[config.mk]
export PLATFORM = sky130hd
export DESIGN_NAME = bbid_decode
export DESIGN_NICKNAME = d
export VERILOG_FILES = /design/src/shared/bbid_pkg.sv /design/src/core/bbid_alu.sv /design/src/core/bbid_decode.sv
export SDC_FILE = /design/constraint.sdc
export NUM_CORES = 1
export LEC_CHECK = 0
export BUFFER_PORTS_ARGS = -buffer_cell sky130_fd_sc_hd__buf_2
export CAP_MARGIN = 20
export CORE_MARGIN = 5
export CORE_UTILIZATION = 54
export DETAILED_ROUTE_END_ITERATION = 10
export PLACE_DENSITY = 0.88
export SLEW_MARGIN = 20
export SYNTH_ARGS = -nofsm -noshare
export SYNTH_HDL_FRONTEND = slang
export SYNTH_SLANG_ARGS = --single-unit
[constraint.sdc]
create_clock -name i_mclk -period 6.3 [get_ports i_mclk]
set_input_delay 0.315 -clock i_mclk [delete_from_list [all_inputs] [get_ports i_mclk]]
set_output_delay 0.315 -clock i_mclk [all_outputs]
set_load 0.02 [all_outputs]
[src/shared/bbid_pkg.sv]
package bbid_pkg;
	// Opcode fields, upper bits of the 16-bit word
	localparam logic [5:0] OPC_ADD_WORK_TO_FILE       = 6'h09;
	localparam logic [5:0] OPC_ADD_WORK_CARRY_TO_FILE = 6'h08;
	localparam logic [3:0] OPC_BIT_TOGGLE_FILE        = 4'h7;
	localparam int         OPC6_LSB                   = 10;
	localparam int         OPC4_LSB                   = 12;
	localparam int         DEST_BIT                   = 9;
	localparam int         ACC_BIT                    = 8;
	localparam int         BITSEL_LSB                 = 9;
	// Instruction cycle length in oscillator periods
	localparam int         OSC_PER_CYCLE              = 4;
	localparam logic [1:0] PHASE_LAST                 = 2'h3;
	localparam logic [1:0] PHASE_EXEC                 = 2'h2;
	localparam logic [7:0] WORK_RESET                 = 8'h00;
	localparam logic [4:0] FLAGS_RESET                = 5'h00;
	// Flag positions in the status vector
	localparam int         FLAG_C                     = 0;
	localparam int         FLAG_DIGIT_CARRY           = 1;
	localparam int         FLAG_Z                     = 2;
	localparam int         FLAG_OVERFLOW              = 3;
	localparam int         FLAG_N                     = 4;
	typedef enum logic [1:0] {BBID_NONE, BBID_ADD, BBID_ADDC, BBID_TOG} bbid_op_e;
endpackage

[src/core/bbid_alu.sv]
`timescale 1ns/1ns
module bbid_alu
	import bbid_pkg::*;
(
	input  wire bbid_op_e   i_op,
	input  wire logic [7:0] i_work,
	input  wire logic [7:0] i_operand,
	input  wire logic [2:0] i_bit_sel,
	input  wire logic [4:0] i_flags,
	output logic      [7:0] o_result,
	output logic      [4:0] o_flags
);
	logic [8:0] sum;
	logic [4:0] nib;
	logic       cin;

	always_comb begin
		cin      = (i_op == BBID_ADDC) ? i_flags[FLAG_C] : 1'b0;
		sum      = {1'b0, i_work} + {1'b0, i_operand} + {8'h00, cin};
		nib      = {1'b0, i_work[3:0]} + {1'b0, i_operand[3:0]} + {4'h0, cin};
		o_result = i_operand;
		o_flags  = i_flags;
		case (i_op)
			BBID_ADD, BBID_ADDC: begin
				o_result         = sum[7:0];
				o_flags[FLAG_C]  = sum[8];
				o_flags[FLAG_DIGIT_CARRY] = nib[4];
				o_flags[FLAG_Z]  = (sum[7:0] == 8'h00);
				o_flags[FLAG_OVERFLOW] = (i_work[7] == i_operand[7]) && (sum[7] != i_work[7]);
				o_flags[FLAG_N]  = sum[7];
			end
			// Flags pass untouched
			BBID_TOG: begin
				o_result = i_operand ^ (8'h01 << i_bit_sel);
			end
			default: begin
				o_result = i_operand;
			end
		endcase
	end
endmodule

[src/core/bbid_decode.sv]
`timescale 1ns/1ns
// How it works
// RL1 - 0010 01da adds working register to file; 0010 00da adds with carry; all flags update.
// RL2 - 0111 bbba toggles bit bbb of the file register, flags untouched.
// RL3 - Port register read as its own source uses pin levels, not latch.
// RL4 - Write back to timer zero counter clears its prescaler when assigned.
// RL5 - One instruction cycle is four oscillator periods unless the PLL runs.
// RL6 - Destination 0 writes working register, 1 writes file; access bit picks bank.
module bbid_decode
	import bbid_pkg::*;
#(
	parameter logic [7:0] TIMER_ADDR = 8'hd6,
	parameter int         PORT_COUNT = 5,
	parameter logic [7:0] PORT_BASE  = 8'h80
)
(
	input  wire logic                  i_mclk,
	input  wire logic                  i_rstn,
	input  wire logic                  i_pll_en,
	input  wire logic [15:0]           i_instr,
	input  wire logic                  i_instr_valid,
	input  wire logic [3:0]            i_bank_sel,
	input  wire logic [7:0]            i_file_rdata,
	input  wire logic [8*PORT_COUNT-1:0] i_port_pins,
	input  wire logic                  i_psa_timer,
	output logic                       o_cycle_end,
	output logic                       o_fetch,
	output logic [11:0]                o_file_addr,
	output logic                       o_file_we,
	output logic [7:0]                 o_file_wdata,
	output logic [7:0]                 o_working_register,
	output logic [4:0]                 o_flags,
	output logic                       o_prescaler_clr
);
	typedef struct packed {
		logic [1:0]  phase;
		logic [7:0]  work;
		logic [4:0]  flags;
		logic        we;
		logic [11:0] addr;
		logic [7:0]  wdata;
		logic        pclr;
	} bbid_state_s;

	bbid_state_s s_q;
	bbid_state_s s_d;
	bbid_op_e    op;
	logic [11:0] addr;
	logic [7:0]  operand;
	logic [7:0]  result;
	logic [4:0]  new_flags;
	logic        dest;
	logic        exec;

	always_comb begin
		op = BBID_NONE;
		if (i_instr[15:OPC6_LSB] == OPC_ADD_WORK_TO_FILE) begin // RL1
			op = BBID_ADD;
		end else if (i_instr[15:OPC6_LSB] == OPC_ADD_WORK_CARRY_TO_FILE) begin // RL1
			op = BBID_ADDC;
		end else if (i_instr[15:OPC4_LSB] == OPC_BIT_TOGGLE_FILE) begin // RL2
			op = BBID_TOG;
		end
	end

	// Access bit 0 is the access bank, else the selected bank
	assign addr = i_instr[ACC_BIT] ? {i_bank_sel, i_instr[7:0]}
		: {(i_instr[7] ? 4'hf : 4'h0), i_instr[7:0]}; // RL6
	assign dest = (op == BBID_TOG) ? 1'b1 : i_instr[DEST_BIT];

	always_comb begin
		operand = i_file_rdata;
		for (int p = 0; p < PORT_COUNT; p++) begin
			// Pin level, so an input driven low writes back low
			if (dest && addr == {4'hf, PORT_BASE + 8'(p)}) begin
				operand = i_port_pins[8*p +: 8]; // RL3
			end
		end
	end

	bbid_alu u_alu (
		.i_op      (op),
		.i_work    (s_q.work),
		.i_operand (operand),
		.i_bit_sel (i_instr[BITSEL_LSB +: 3]),
		.i_flags   (s_q.flags),
		.o_result  (result),
		.o_flags   (new_flags)
	);

	// PLL clocks the core directly; otherwise divide by four
	assign exec = i_pll_en || s_q.phase == PHASE_EXEC; // RL5

	always_comb begin
		s_d       = s_q;
		s_d.we    = 1'b0;
		s_d.pclr  = 1'b0;
		s_d.phase = i_pll_en ? 2'h0 : s_q.phase + 2'h1; // RL5
		if (exec && i_instr_valid && op != BBID_NONE) begin
			s_d.flags = new_flags; // RL1 RL2
			if (dest) begin
				s_d.we    = 1'b1; // RL6
				s_d.addr  = addr;
				s_d.wdata = result;
				s_d.pclr  = (addr == {4'hf, TIMER_ADDR}) && i_psa_timer; // RL4
			end else begin
				s_d.work = result; // RL6
			end
		end
	end

	always_ff @(posedge i_mclk or negedge i_rstn) begin
		if (!i_rstn) begin
			s_q <= '{phase: 2'h0, work: WORK_RESET, flags: FLAGS_RESET, we: 1'b0,
				addr: 12'h000, wdata: 8'h00, pclr: 1'b0};
		end else begin
			s_q <= s_d;
		end
	end

	assign o_cycle_end        = i_pll_en || s_q.phase == PHASE_LAST;
	assign o_fetch            = exec;
	assign o_file_addr        = s_q.addr;
	assign o_file_we          = s_q.we;
	assign o_file_wdata       = s_q.wdata;
	assign o_working_register = s_q.work;
	assign o_flags            = s_q.flags;
	assign o_prescaler_clr    = s_q.pclr;

	property p_cycle_four;
		@(posedge i_mclk) disable iff (!i_rstn)
		(!i_pll_en && o_cycle_end) ##1 (!i_pll_en)[*4] |-> o_cycle_end;
	endproperty
	a_cycle_four: assert property (p_cycle_four) else $error("cycle not four periods"); // RL5

	property p_gap;
		@(posedge i_mclk) disable iff (!i_rstn)
		(!i_pll_en && o_cycle_end) ##1 !i_pll_en |-> !o_cycle_end;
	endproperty
	a_gap: assert property (p_gap) else $error("cycle end too early"); // RL5

	property p_tog_flags;
		@(posedge i_mclk) disable iff (!i_rstn)
		(exec && i_instr_valid && op == BBID_TOG) |=> $stable(o_flags);
	endproperty
	a_tog_flags: assert property (p_tog_flags) else $error("toggle altered flags"); // RL2

	property p_tog_val;
		@(posedge i_mclk) disable iff (!i_rstn)
		(exec && i_instr_valid && op == BBID_TOG)
		|=> o_file_we && $countones(o_file_wdata ^ $past(operand)) == 1;
	endproperty
	a_tog_val: assert property (p_tog_val) else $error("toggle wrong"); // RL2

	property p_add;
		@(posedge i_mclk) disable iff (!i_rstn)
		(exec && i_instr_valid && op == BBID_ADD && dest)
		|=> o_file_wdata == 8'($past(operand) + $past(s_q.work));
	endproperty
	a_add: assert property (p_add) else $error("add result wrong"); // RL1

	property p_zero;
		@(posedge i_mclk) disable iff (!i_rstn)
		(exec && i_instr_valid && (op == BBID_ADD || op == BBID_ADDC) && !dest)
		|=> o_flags[FLAG_Z] == (o_working_register == 8'h00);
	endproperty
	a_zero: assert property (p_zero) else $error("zero flag wrong"); // RL1

	property p_dest_w;
		@(posedge i_mclk) disable iff (!i_rstn)
		(exec && i_instr_valid && op == BBID_ADD && !dest) |=> !o_file_we;
	endproperty
	a_dest_w: assert property (p_dest_w) else $error("file written for d=0"); // RL6

	property p_pclr;
		@(posedge i_mclk) disable iff (!i_rstn)
		o_prescaler_clr |-> o_file_we && o_file_addr == {4'hf, TIMER_ADDR} && $past(i_psa_timer);
	endproperty
	a_pclr: assert property (p_pclr) else $error("prescaler clear without cause"); // RL4

	property p_pin_src;
		@(posedge i_mclk) disable iff (!i_rstn)
		(exec && i_instr_valid && op == BBID_TOG && addr == {4'hf, PORT_BASE})
		|=> o_file_wdata[0] != $past(i_port_pins[0]) || $past(i_instr[11:9]) != 3'h0;
	endproperty
	a_pin_src: assert property (p_pin_src) else $error("port operand not from pins"); // RL3

	// Anything not executed must leave the file write, prescaler clear, working register and flags quiet
	property p_refuse;
		@(posedge i_mclk) disable iff (!i_rstn)
		!(exec && i_instr_valid && op != BBID_NONE)
		|=> !o_file_we && !o_prescaler_clr && $stable(o_working_register) && $stable(o_flags);
	endproperty
	a_refuse: assert property (p_refuse) else $error("word outside decode acted"); // RL1

	property p_pclr_cause;
		@(posedge i_mclk) disable iff (!i_rstn)
		(exec && i_instr_valid && op != BBID_NONE && dest && addr == {4'hf, TIMER_ADDR} && i_psa_timer)
		|=> o_prescaler_clr;
	endproperty
	a_pclr_cause: assert property (p_pclr_cause) else $error("timer write left prescaler"); // RL4

	property p_port_add;
		@(posedge i_mclk) disable iff (!i_rstn)
		(exec && i_instr_valid && op == BBID_ADD && dest && addr == {4'hf, PORT_BASE})
		|=> o_file_wdata == 8'($past(i_port_pins[7:0]) + $past(s_q.work));
	endproperty
	a_port_add: assert property (p_port_add) else $error("port add not from pins"); // RL3

	property p_dest_f;
		@(posedge i_mclk) disable iff (!i_rstn)
		(exec && i_instr_valid && op != BBID_NONE && dest)
		|=> o_file_we && o_file_addr[7:0] == $past(i_instr[7:0]) && $stable(o_working_register);
	endproperty
	a_dest_f: assert property (p_dest_f) else $error("file write missing for d=1"); // RL6

	property p_bank;
		@(posedge i_mclk) disable iff (!i_rstn)
		(exec && i_instr_valid && op != BBID_NONE && dest && i_instr[ACC_BIT])
		|=> o_file_addr[11:8] == $past(i_bank_sel);
	endproperty
	a_bank: assert property (p_bank) else $error("bank not from bank select"); // RL6

	property p_addc;
		@(posedge i_mclk) disable iff (!i_rstn)
		(exec && i_instr_valid && op == BBID_ADDC && dest)
		|=> o_file_wdata == 8'($past(operand) + $past(s_q.work) + 8'($past(s_q.flags[FLAG_C])));
	endproperty
	a_addc: assert property (p_addc) else $error("add with carry result wrong"); // RL1

	property p_carry;
		@(posedge i_mclk) disable iff (!i_rstn)
		(exec && i_instr_valid && op == BBID_ADD)
		|=> o_flags[FLAG_C] == ({1'b0, $past(operand)} + {1'b0, $past(s_q.work)} > 9'h0ff);
	endproperty
	a_carry: assert property (p_carry) else $error("carry flag wrong"); // RL1
endmodule

==> flow_results.xml, run 1 <==
<?xml version="1.0" encoding="UTF-8"?>
<metrics>
  <group name="worst_setup_path">
    <metric name="r2r.worst_path.cells" unit="">10</metric>
    <metric name="cp_data_required_time" unit="ps">6520</metric>
    <metric name="setup.worst_path.end_class" unit="">flop</metric>
    <metric name="r2r_slack" unit="ps">3770</metric>
    <metric name="worstSetupPathType" unit="">in -&gt; reg</metric>
    <metric name="reg2reg_from" unit="">o_working_register[0]</metric>
    <metric name="worst-path-max-fanout" unit="">12</metric>
    <metric name="setup.worst_path.start_class" unit="">input port</metric>
    <metric name="crit-reg2reg-capture" unit="">o_file_wdata[6]</metric>
    <metric name="crit_arrival" unit="ps">4290</metric>
  </group>
  <group name="yosys">
    <metric name="yosysUniqueCellTypes" unit="">62</metric>
    <metric name="syn_area_per_cell" unit="sq um">8.733</metric>
    <metric name="synth_largest_type_area_fraction" unit="%">30.55</metric>
    <metric name="synth-edff-count" unit="">0</metric>
    <metric name="synthFlopType" unit="">dfrtp_1</metric>
    <metric name="asyncSetResetFlopFracSynth" unit="%">100.0</metric>
    <metric name="synth_sequential_area_ratio" unit="%">30.55</metric>
    <metric name="synth_cells" unit="">347</metric>
    <metric name="synth_top_cell_by_area" unit="">dfrtp_1</metric>
    <metric name="synth.top_cells.by_area" unit="">dfrtp_1 (31%), buf_4 (8.9%), ha_1 (5.0%), nand2_1 (5.0%), mux2_2 (3.7%)</metric>
    <metric name="yosys_register_bits" unit="">37</metric>
    <metric name="synthesized_nets" unit="">434</metric>
    <metric name="synth-warning-count" unit="">0</metric>
    <metric name="synth_area" unit="sq mm">0.003030</metric>
  </group>
  <group name="timing">
    <metric name="tightest_slew" unit="ps">798.0</metric>
    <metric name="finalSetupTns" unit="ps">0</metric>
    <metric name="timing.final.setup_violations" unit="">0</metric>
    <metric name="period_minus_slack" unit="ps">4068</metric>
    <metric name="post-route-period-util" unit="%">64.57</metric>
    <metric name="max_slew_margin" unit="%">46.80</metric>
    <metric name="timing.final.ws_setup" unit="ps">2232</metric>
    <metric name="maxClockFrequency" unit="GHz">0.2458</metric>
    <metric name="timing.final.max_slew_violations" unit="">0</metric>
    <metric name="hold_viol" unit="">0</metric>
    <metric name="fin_worst_skew" unit="ps">6.091</metric>
    <metric name="rsz0062_at_grt" unit="">false</metric>
  </group>
  <group name="floorplanning">
    <metric name="die_y" unit="microns">84.91</metric>
    <metric name="start_util" unit="%">55.37</metric>
    <metric name="die_width" unit="microns">84.91</metric>
    <metric name="fp.dieArea" unit="sq mm">0.007210</metric>
    <metric name="top_level_ports" unit="">110</metric>
    <metric name="fp-row-count" unit="">27</metric>
    <metric name="placeable_area" unit="sq mm">0.005473</metric>
  </group>
  <group name="place">
    <metric name="gp_congestion" unit="">0.9824</metric>
    <metric name="dp.final_hpwl" unit="mm">6.700</metric>
    <metric name="placed_cell_area" unit="sq mm">0.003367</metric>
    <metric name="io_buffers" unit="">109</metric>
    <metric name="dpl_worst_slack" unit="ps">2005</metric>
    <metric name="place_inst" unit="">484</metric>
  </group>
  <group name="job">
    <metric name="maxCapViolations" unit="">0</metric>
  </group>
  <group name="routing">
    <metric name="routed_wire_length_per_instance" unit="microns">17.24</metric>
    <metric name="route.detailed.drc" unit="">0</metric>
    <metric name="vias" unit="">2917</metric>
    <metric name="first_iter_violations" unit="">255</metric>
    <metric name="antenna_violating_nets_post_route" unit="">0</metric>
    <metric name="via_per_inst" unit="">5.929</metric>
    <metric name="detail_route.wirelength" unit="mm">8.482</metric>
    <metric name="firstDrtPassIters" unit="">5</metric>
  </group>
  <group name="cells_and_area">
    <metric name="layout.cells.most_common_list" unit="">buf_2 (109), nand2_1 (40), dfrtp_1 (37), nor2_1 (27), o21ai_0 (17)</metric>
    <metric name="final_non_filler_cell_area" unit="sq mm">0.003487</metric>
    <metric name="layout.cells.most_common" unit="">buf_2</metric>
    <metric name="drive_gt1_share" unit="%">34.76</metric>
    <metric name="antenna-diode-count" unit="">0</metric>
    <metric name="post_layout_net_count" unit="">506</metric>
    <metric name="final-instance-count-excl-fill" unit="">492</metric>
    <metric name="layout.core_utilization" unit="%">63.72</metric>
    <metric name="areaGrowthSynthToFinish" unit="%">15.07</metric>
    <metric name="fillerInstances" unit="">475</metric>
  </group>
  <group name="status">
    <metric name="outcome" unit="">completed</metric>
  </group>
  <group name="power_and_ir_drop">
    <metric name="netSwitchingFraction" unit="%">34.57</metric>
    <metric name="total_leakage_power" unit="uW">0.001680</metric>
    <metric name="sequentialPowerShare" unit="%">39.2</metric>
    <metric name="combinationalPowerShare" unit="%">33.4</metric>
    <metric name="power.ir.vdd_worst" unit="mV">0.1294</metric>
    <metric name="power.clock.fraction" unit="%">27.4</metric>
    <metric name="power.internal" unit="uW">514.4</metric>
    <metric name="powerDensity" unit="mW/mm^2">225.5</metric>
    <metric name="p_switching" unit="uW">271.8</metric>
  </group>
  <group name="global_routing">
    <metric name="antenna_violations_before_repair" unit="">0</metric>
    <metric name="first_global_vias" unit="">2946</metric>
    <metric name="gr-usage-all-layers" unit="%">23.40</metric>
    <metric name="grt_start_max_net_pins" unit="">38</metric>
    <metric name="wire_length_of_the_first_global_routing_pass" unit="mm">13.77</metric>
    <metric name="grt-ovfl-total" unit="">0</metric>
  </group>
  <group name="clocking">
    <metric name="cts_max_level" unit="">2</metric>
    <metric name="root_buffer_cell" unit="">clkbuf_8</metric>
    <metric name="cts_tree" unit="">done</metric>
    <metric name="cts.clk_slew.worst_paths" unit="ps">80</metric>
    <metric name="clk_latency" unit="ps">290</metric>
    <metric name="cts.sink_count" unit="">37</metric>
    <metric name="cts_inserted_buffers" unit="">5</metric>
    <metric name="ctsLongestPathBuffers" unit="">2</metric>
    <metric name="cts_hold_repair.buffers" unit="">0</metric>
    <metric name="cts.repair_timing.setup_buffer_count" unit="">0</metric>
    <metric name="cts-resized-gates" unit="">0</metric>
  </group>
  <group name="min_path">
    <metric name="worst_hold_path_type" unit="">in -&gt; async</metric>
  </group>
</metrics>
routing by layer:
| metal | wire, microns | track usage (%) | vias up |
|---|---|---|---|
| met3 | 742 | 4.854 | 32 |
| met5 | 0 | 0 | - |
| met2 | 4089 | 39.50 | 155 |
| met4 | 287 | 10.36 | 0 |
| met1 | 3363 | 28.80 | 1360 |
| li1 | - | - | 1370 |
worst max-delay path, stage by stage:
cell and delay (ps):
buf_2 140, nand2b_1 180, nor3_1 150, o21a_1 150, ha_1 370, nor2_1 210, nor2_1 340, nand2_1 120
o2bb2ai_1 310, fa_1 250, inv_1 60, fa_1 410, a21o_1 180, a21oi_1 340, o21a_1 200, o211ai_1 160
o31a_1 270, a21oi_1 140
area by class of cell:
| class | instances | area, sq um | area share (%) |
|---|---|---|---|
| sequential | 37 | 925.9 | 26.55 |
| tap | 72 | 90.09 | 2.583 |
| inverter | 12 | 45.04 | 1.292 |
| clock buffer | 6 | 82.58 | 2.368 |
| clock inverter | 2 | 37.54 | 1.076 |
| multi-input combinational | 252 | 1745 | 50.05 |
| timing repair buffer | 111 | 560.5 | 16.07 |
how the worst max path moves through the flow:
stage | startpoint | endpoint | slack [ps] | cells after the start
final | i_instr[11] | o_file_wdata[6] | 2230 | 18
after global routing | i_instr[11] | o_file_wdata[6] | 1910 | 18
after CTS | i_instr[11] | o_file_wdata[6] | 2290 | 18
after detailed placement | i_instr[11] | o_file_wdata[6] | 2000 | 18
after global placement | i_instr[14] | o_file_wdata[6] | 2240 | 18
after floorplan | i_instr[14] | o_flags[2] | 2860 | 14
power groups by stage:
| stage | logic [uW] | registers (uW) | clock network [uW] |
|---|---|---|---|
| CTS | 263 | 308 | 217 |
| global placement | 253 | 310 | 0 |
| detailed placement | 260 | 312 | 0 |
| finish | 263 | 308 | 215 |
| global route | 285 | 315 | 227 |
| floorplan | 224 | 305 | 0 |
synthesized netlist by cell type, types with 4 or more instances:
master	number
a21boi_0	4
a21oi_1	9
a22oi_1	5
a31oi_1	10
buf_4	36
clkbuf_1	6
dfrtp_1	37
ha_1	12
inv_1	12
mux2_2	10
mux2i_1	4
nand2_1	40
nand3_1	6
nor2_1	27
nor2b_1	9
nor3_1	12
o211ai_1	9
o21a_1	7
o21ai_0	17
o31ai_1	4
or2_2	5
or3_1	4
state kept, by name, indices dropped and copies added (netlist names):
| name | cells |
|---|---|
| o_file_we | 1 |
| o_file_addr | 12 |
| o_flags | 5 |
| o_file_wdata | 8 |
| o_working_register | 8 |
| o_prescaler_clr | 1 |
| s_q | 2 |
metrics by stage:
step | hold slack, ps | power (uW)
global placement | 436.5 | 563.0
detailed placement | 444.2 | 572.0
floorplan | 19.41 | 528.8
CTS | 130.6 | 787.9
finish | 103.3 | 786.2
global route | 165.1 | 827.6
logic make-up (layout without fill, tap and decap cells):
| family | after synthesis | after routing | share of synthesized area [%] |
|---|---|---|---|
| AO/OA/AOI/OAI | 89 | 89 | 20.23 |
| XOR/XNOR | 5 | 5 | 1.445 |
| adder cells (fa/ha/maj) | 14 | 14 | 6.276 |
| buffers and inverters | 58 | 131 | 11.93 |
| flip-flops | 37 | 37 | 30.55 |
| multiplexers | 18 | 18 | 7.762 |
| AND/OR/NAND/NOR | 126 | 126 | 21.80 |
Note: power is estimated with default switching activity, not from simulation.
==> run 2, diff against run 1 <==
Settings changed: CORE_UTILIZATION 54 to 46, PLACE_DENSITY 0.88 to 0.8.
Clock period 6.3 ns to 3.35 ns, I/O delays scaled along.
==> run 2 against run 1 <==
Non-clock buffer count up 38. Sequential cell count unchanged. Final area up 11%. Setup slack worse by 2100 ps. Sequential power up 88%. Hold slack worse by 56 ps. Global-route usage down 2.7 points. Critical path type unchanged. Critical path depth down 3. Total power up 94%.
==> flow_results.xml, run 2 (synthesis gave the netlist of run 1 again) <==
<?xml version="1.0" encoding="UTF-8"?>
<metrics>
  <group name="status">
    <metric name="outcome" unit="">completed</metric>
  </group>
  <group name="routing">
    <metric name="first_iter_violations" unit="">272</metric>
    <metric name="vias" unit="">3033</metric>
    <metric name="routed_wire_length_per_instance" unit="microns">16.70</metric>
    <metric name="detail_route.wirelength" unit="mm">8.937</metric>
    <metric name="firstDrtPassIters" unit="">6</metric>
    <metric name="route.detailed.drc" unit="">0</metric>
    <metric name="via_per_inst" unit="">5.669</metric>
    <metric name="antenna_violating_nets_post_route" unit="">0</metric>
  </group>
  <group name="timing">
    <metric name="timing.final.setup_violations" unit="">0</metric>
    <metric name="tightest_slew" unit="ps">841.9</metric>
    <metric name="timing.final.ws_setup" unit="ps">119.5</metric>
    <metric name="maxClockFrequency" unit="GHz">0.3095</metric>
    <metric name="post-route-period-util" unit="%">96.43</metric>
    <metric name="hold_viol" unit="">0</metric>
    <metric name="fin_worst_skew" unit="ps">6.071</metric>
    <metric name="max_slew_margin" unit="%">43.87</metric>
    <metric name="period_minus_slack" unit="ps">3231</metric>
    <metric name="timing.final.max_slew_violations" unit="">0</metric>
  </group>
  <group name="cells_and_area">
    <metric name="layout.cells.most_common_list" unit="">buf_2 (108), buf_4 (40), nand2_1 (39), dfrtp_1 (37), nor2_1 (24)</metric>
    <metric name="largest_register_ffs" unit="">12</metric>
    <metric name="final-instance-count-excl-fill" unit="">535</metric>
    <metric name="areaGrowthSynthToFinish" unit="%">27.95</metric>
    <metric name="layout.cells.most_common" unit="">buf_2</metric>
    <metric name="drive_gt1_share" unit="%">43.23</metric>
    <metric name="post_layout_net_count" unit="">544</metric>
    <metric name="antenna-diode-count" unit="">0</metric>
  </group>
  <group name="job">
    <metric name="maxCapViolations" unit="">0</metric>
  </group>
  <group name="place">
    <metric name="io_buffers" unit="">109</metric>
    <metric name="place_inst" unit="">524</metric>
    <metric name="dpl_worst_slack" unit="ps">-319.8</metric>
    <metric name="dp.final_hpwl" unit="mm">7.267</metric>
    <metric name="gp_congestion" unit="">0.9407</metric>
  </group>
  <group name="power_and_ir_drop">
    <metric name="total_leakage_power" unit="uW">0.001872</metric>
    <metric name="powerDensity" unit="mW/mm^2">392.9</metric>
    <metric name="power.ir.vdd_worst" unit="mV">0.3428</metric>
    <metric name="finalPower" unit="uW">1523</metric>
  </group>
  <group name="global_routing">
    <metric name="grt_start_max_net_pins" unit="">38</metric>
    <metric name="antenna_violations_before_repair" unit="">0</metric>
    <metric name="wire_length_of_the_first_global_routing_pass" unit="mm">14.17</metric>
    <metric name="first_global_vias" unit="">2977</metric>
    <metric name="grt-ovfl-total" unit="">0</metric>
    <metric name="gr-usage-all-layers" unit="%">20.70</metric>
  </group>
  <group name="clocking">
    <metric name="ctsLongestPathBuffers" unit="">2</metric>
    <metric name="root_buffer_cell" unit="">clkbuf_8</metric>
    <metric name="cts_tree" unit="">done</metric>
    <metric name="cts.clk_slew.worst_paths" unit="ps">80</metric>
    <metric name="clk_latency" unit="ps">300</metric>
    <metric name="cts.sink_count" unit="">37</metric>
    <metric name="cts_inserted_buffers" unit="">5</metric>
    <metric name="cts_max_level" unit="">2</metric>
  </group>
  <group name="worst_setup_path">
    <metric name="r2r.worst_path.cells" unit="">7</metric>
    <metric name="worst-path-max-fanout" unit="">4</metric>
    <metric name="setup.worst_path.start_class" unit="">input port</metric>
    <metric name="worstSetupPathType" unit="">in -&gt; reg</metric>
    <metric name="cp_data_required_time" unit="ps">3590</metric>
    <metric name="worstSetupStartpoint" unit="">i_instr[11]</metric>
    <metric name="reg2reg_from" unit="">o_working_register[0]</metric>
    <metric name="crit_arrival" unit="ps">3470</metric>
    <metric name="setup.worst_path.end_class" unit="">flop</metric>
  </group>
  <group name="floorplanning">
    <metric name="die_width" unit="microns">91.17</metric>
    <metric name="die_y" unit="microns">91.17</metric>
    <metric name="fp.dieArea" unit="sq mm">0.008311</metric>
    <metric name="start_util" unit="%">47.45</metric>
    <metric name="placeable_area" unit="sq mm">0.006386</metric>
    <metric name="fp-row-count" unit="">29</metric>
    <metric name="top_level_ports" unit="">110</metric>
  </group>
  <group name="min_path">
    <metric name="worst_hold_path.num_cells" unit="">2</metric>
    <metric name="hold_start" unit="">i_pll_en</metric>
    <metric name="worst_hold_path_type" unit="">in -&gt; reg</metric>
  </group>
</metrics>
## run 2: final timing paths
| check | to | slack, ps |
|---|---|---|
| max reg2reg | o_flags[2] | 920 |
| max | o_flags[2] | 120 |
| max in group asynchronous | o_file_addr[7] | 2300 |
| min reg2reg | s_q[35] | 470 |
| min | s_q[36] | 50 |
| min in group asynchronous | o_working_register[4] | 510 |
## run 2: worst max-delay path: stages
cell	delay [ps]
buf_2	120
nand2b_1	160
nor3_2	110
o21a_1	180
ha_2	220
nor2_4	50
nor4b_4	260
nand2_2	120
o2bb2ai_4	160
fa_2	380
inv_2	60
fa_1	440
or4_4	560
nor4_4	270
a32o_1	180
## run 2: report_power, final
group          total, uW  switching [uW]  internal [uW]
clock                413             171            242
sequential           578            48.2            530
combinational        532             311            221
total               1520             530            993
## run 2: per-stage QoR
stage                     area (sq um)  setup TNS [ps]  utilization [%]  hold slack (ps)
final                             3877               0            60.72            47.72
after global routing              3877          -33.65            60.72            45.88
after CTS                         3769               0            59.01            44.00
after detailed placement          3636           -1828            56.94            310.6
after global placement            3636          -578.6            56.94            298.4
after floorplan                   3030               0                -           -128.1
## run 2: layout make-up
type                            instances  area, sq um
Clock inverter                          2        37.54
Clock buffer                            6        82.58
Inverter                               12        45.04
Timing Repair Buffer                  149        850.8
Sequential cell                        37        925.9
Tap cell                               77        96.34
Multi-Input combinational cell        252         1839
Fill cell                             550         2509
## run 2: metal layers
metal | part of all wire (%) | global-route usage, % | up-vias | wire length (microns)
li1 | - | - | 1441 | -
met1 | 40 | 27.62 | 1409 | 3603
met2 | 48 | 33.53 | 165 | 4324
met3 | 9.1 | 4.298 | 18 | 809
met4 | 2.2 | 6.724 | 0 | 198
met5 | 0 | 0 | - | 0
## run 2: repair_timing
action | in CTS | in global routing
pin swaps | 0 | 7
endpoints found under the setup margin | 1 | 9
hold buffers | 1 | 0
hold endpoints to repair | 22 | 0
gates resized for setup | 1 | 21
setup buffers | 0 | 2
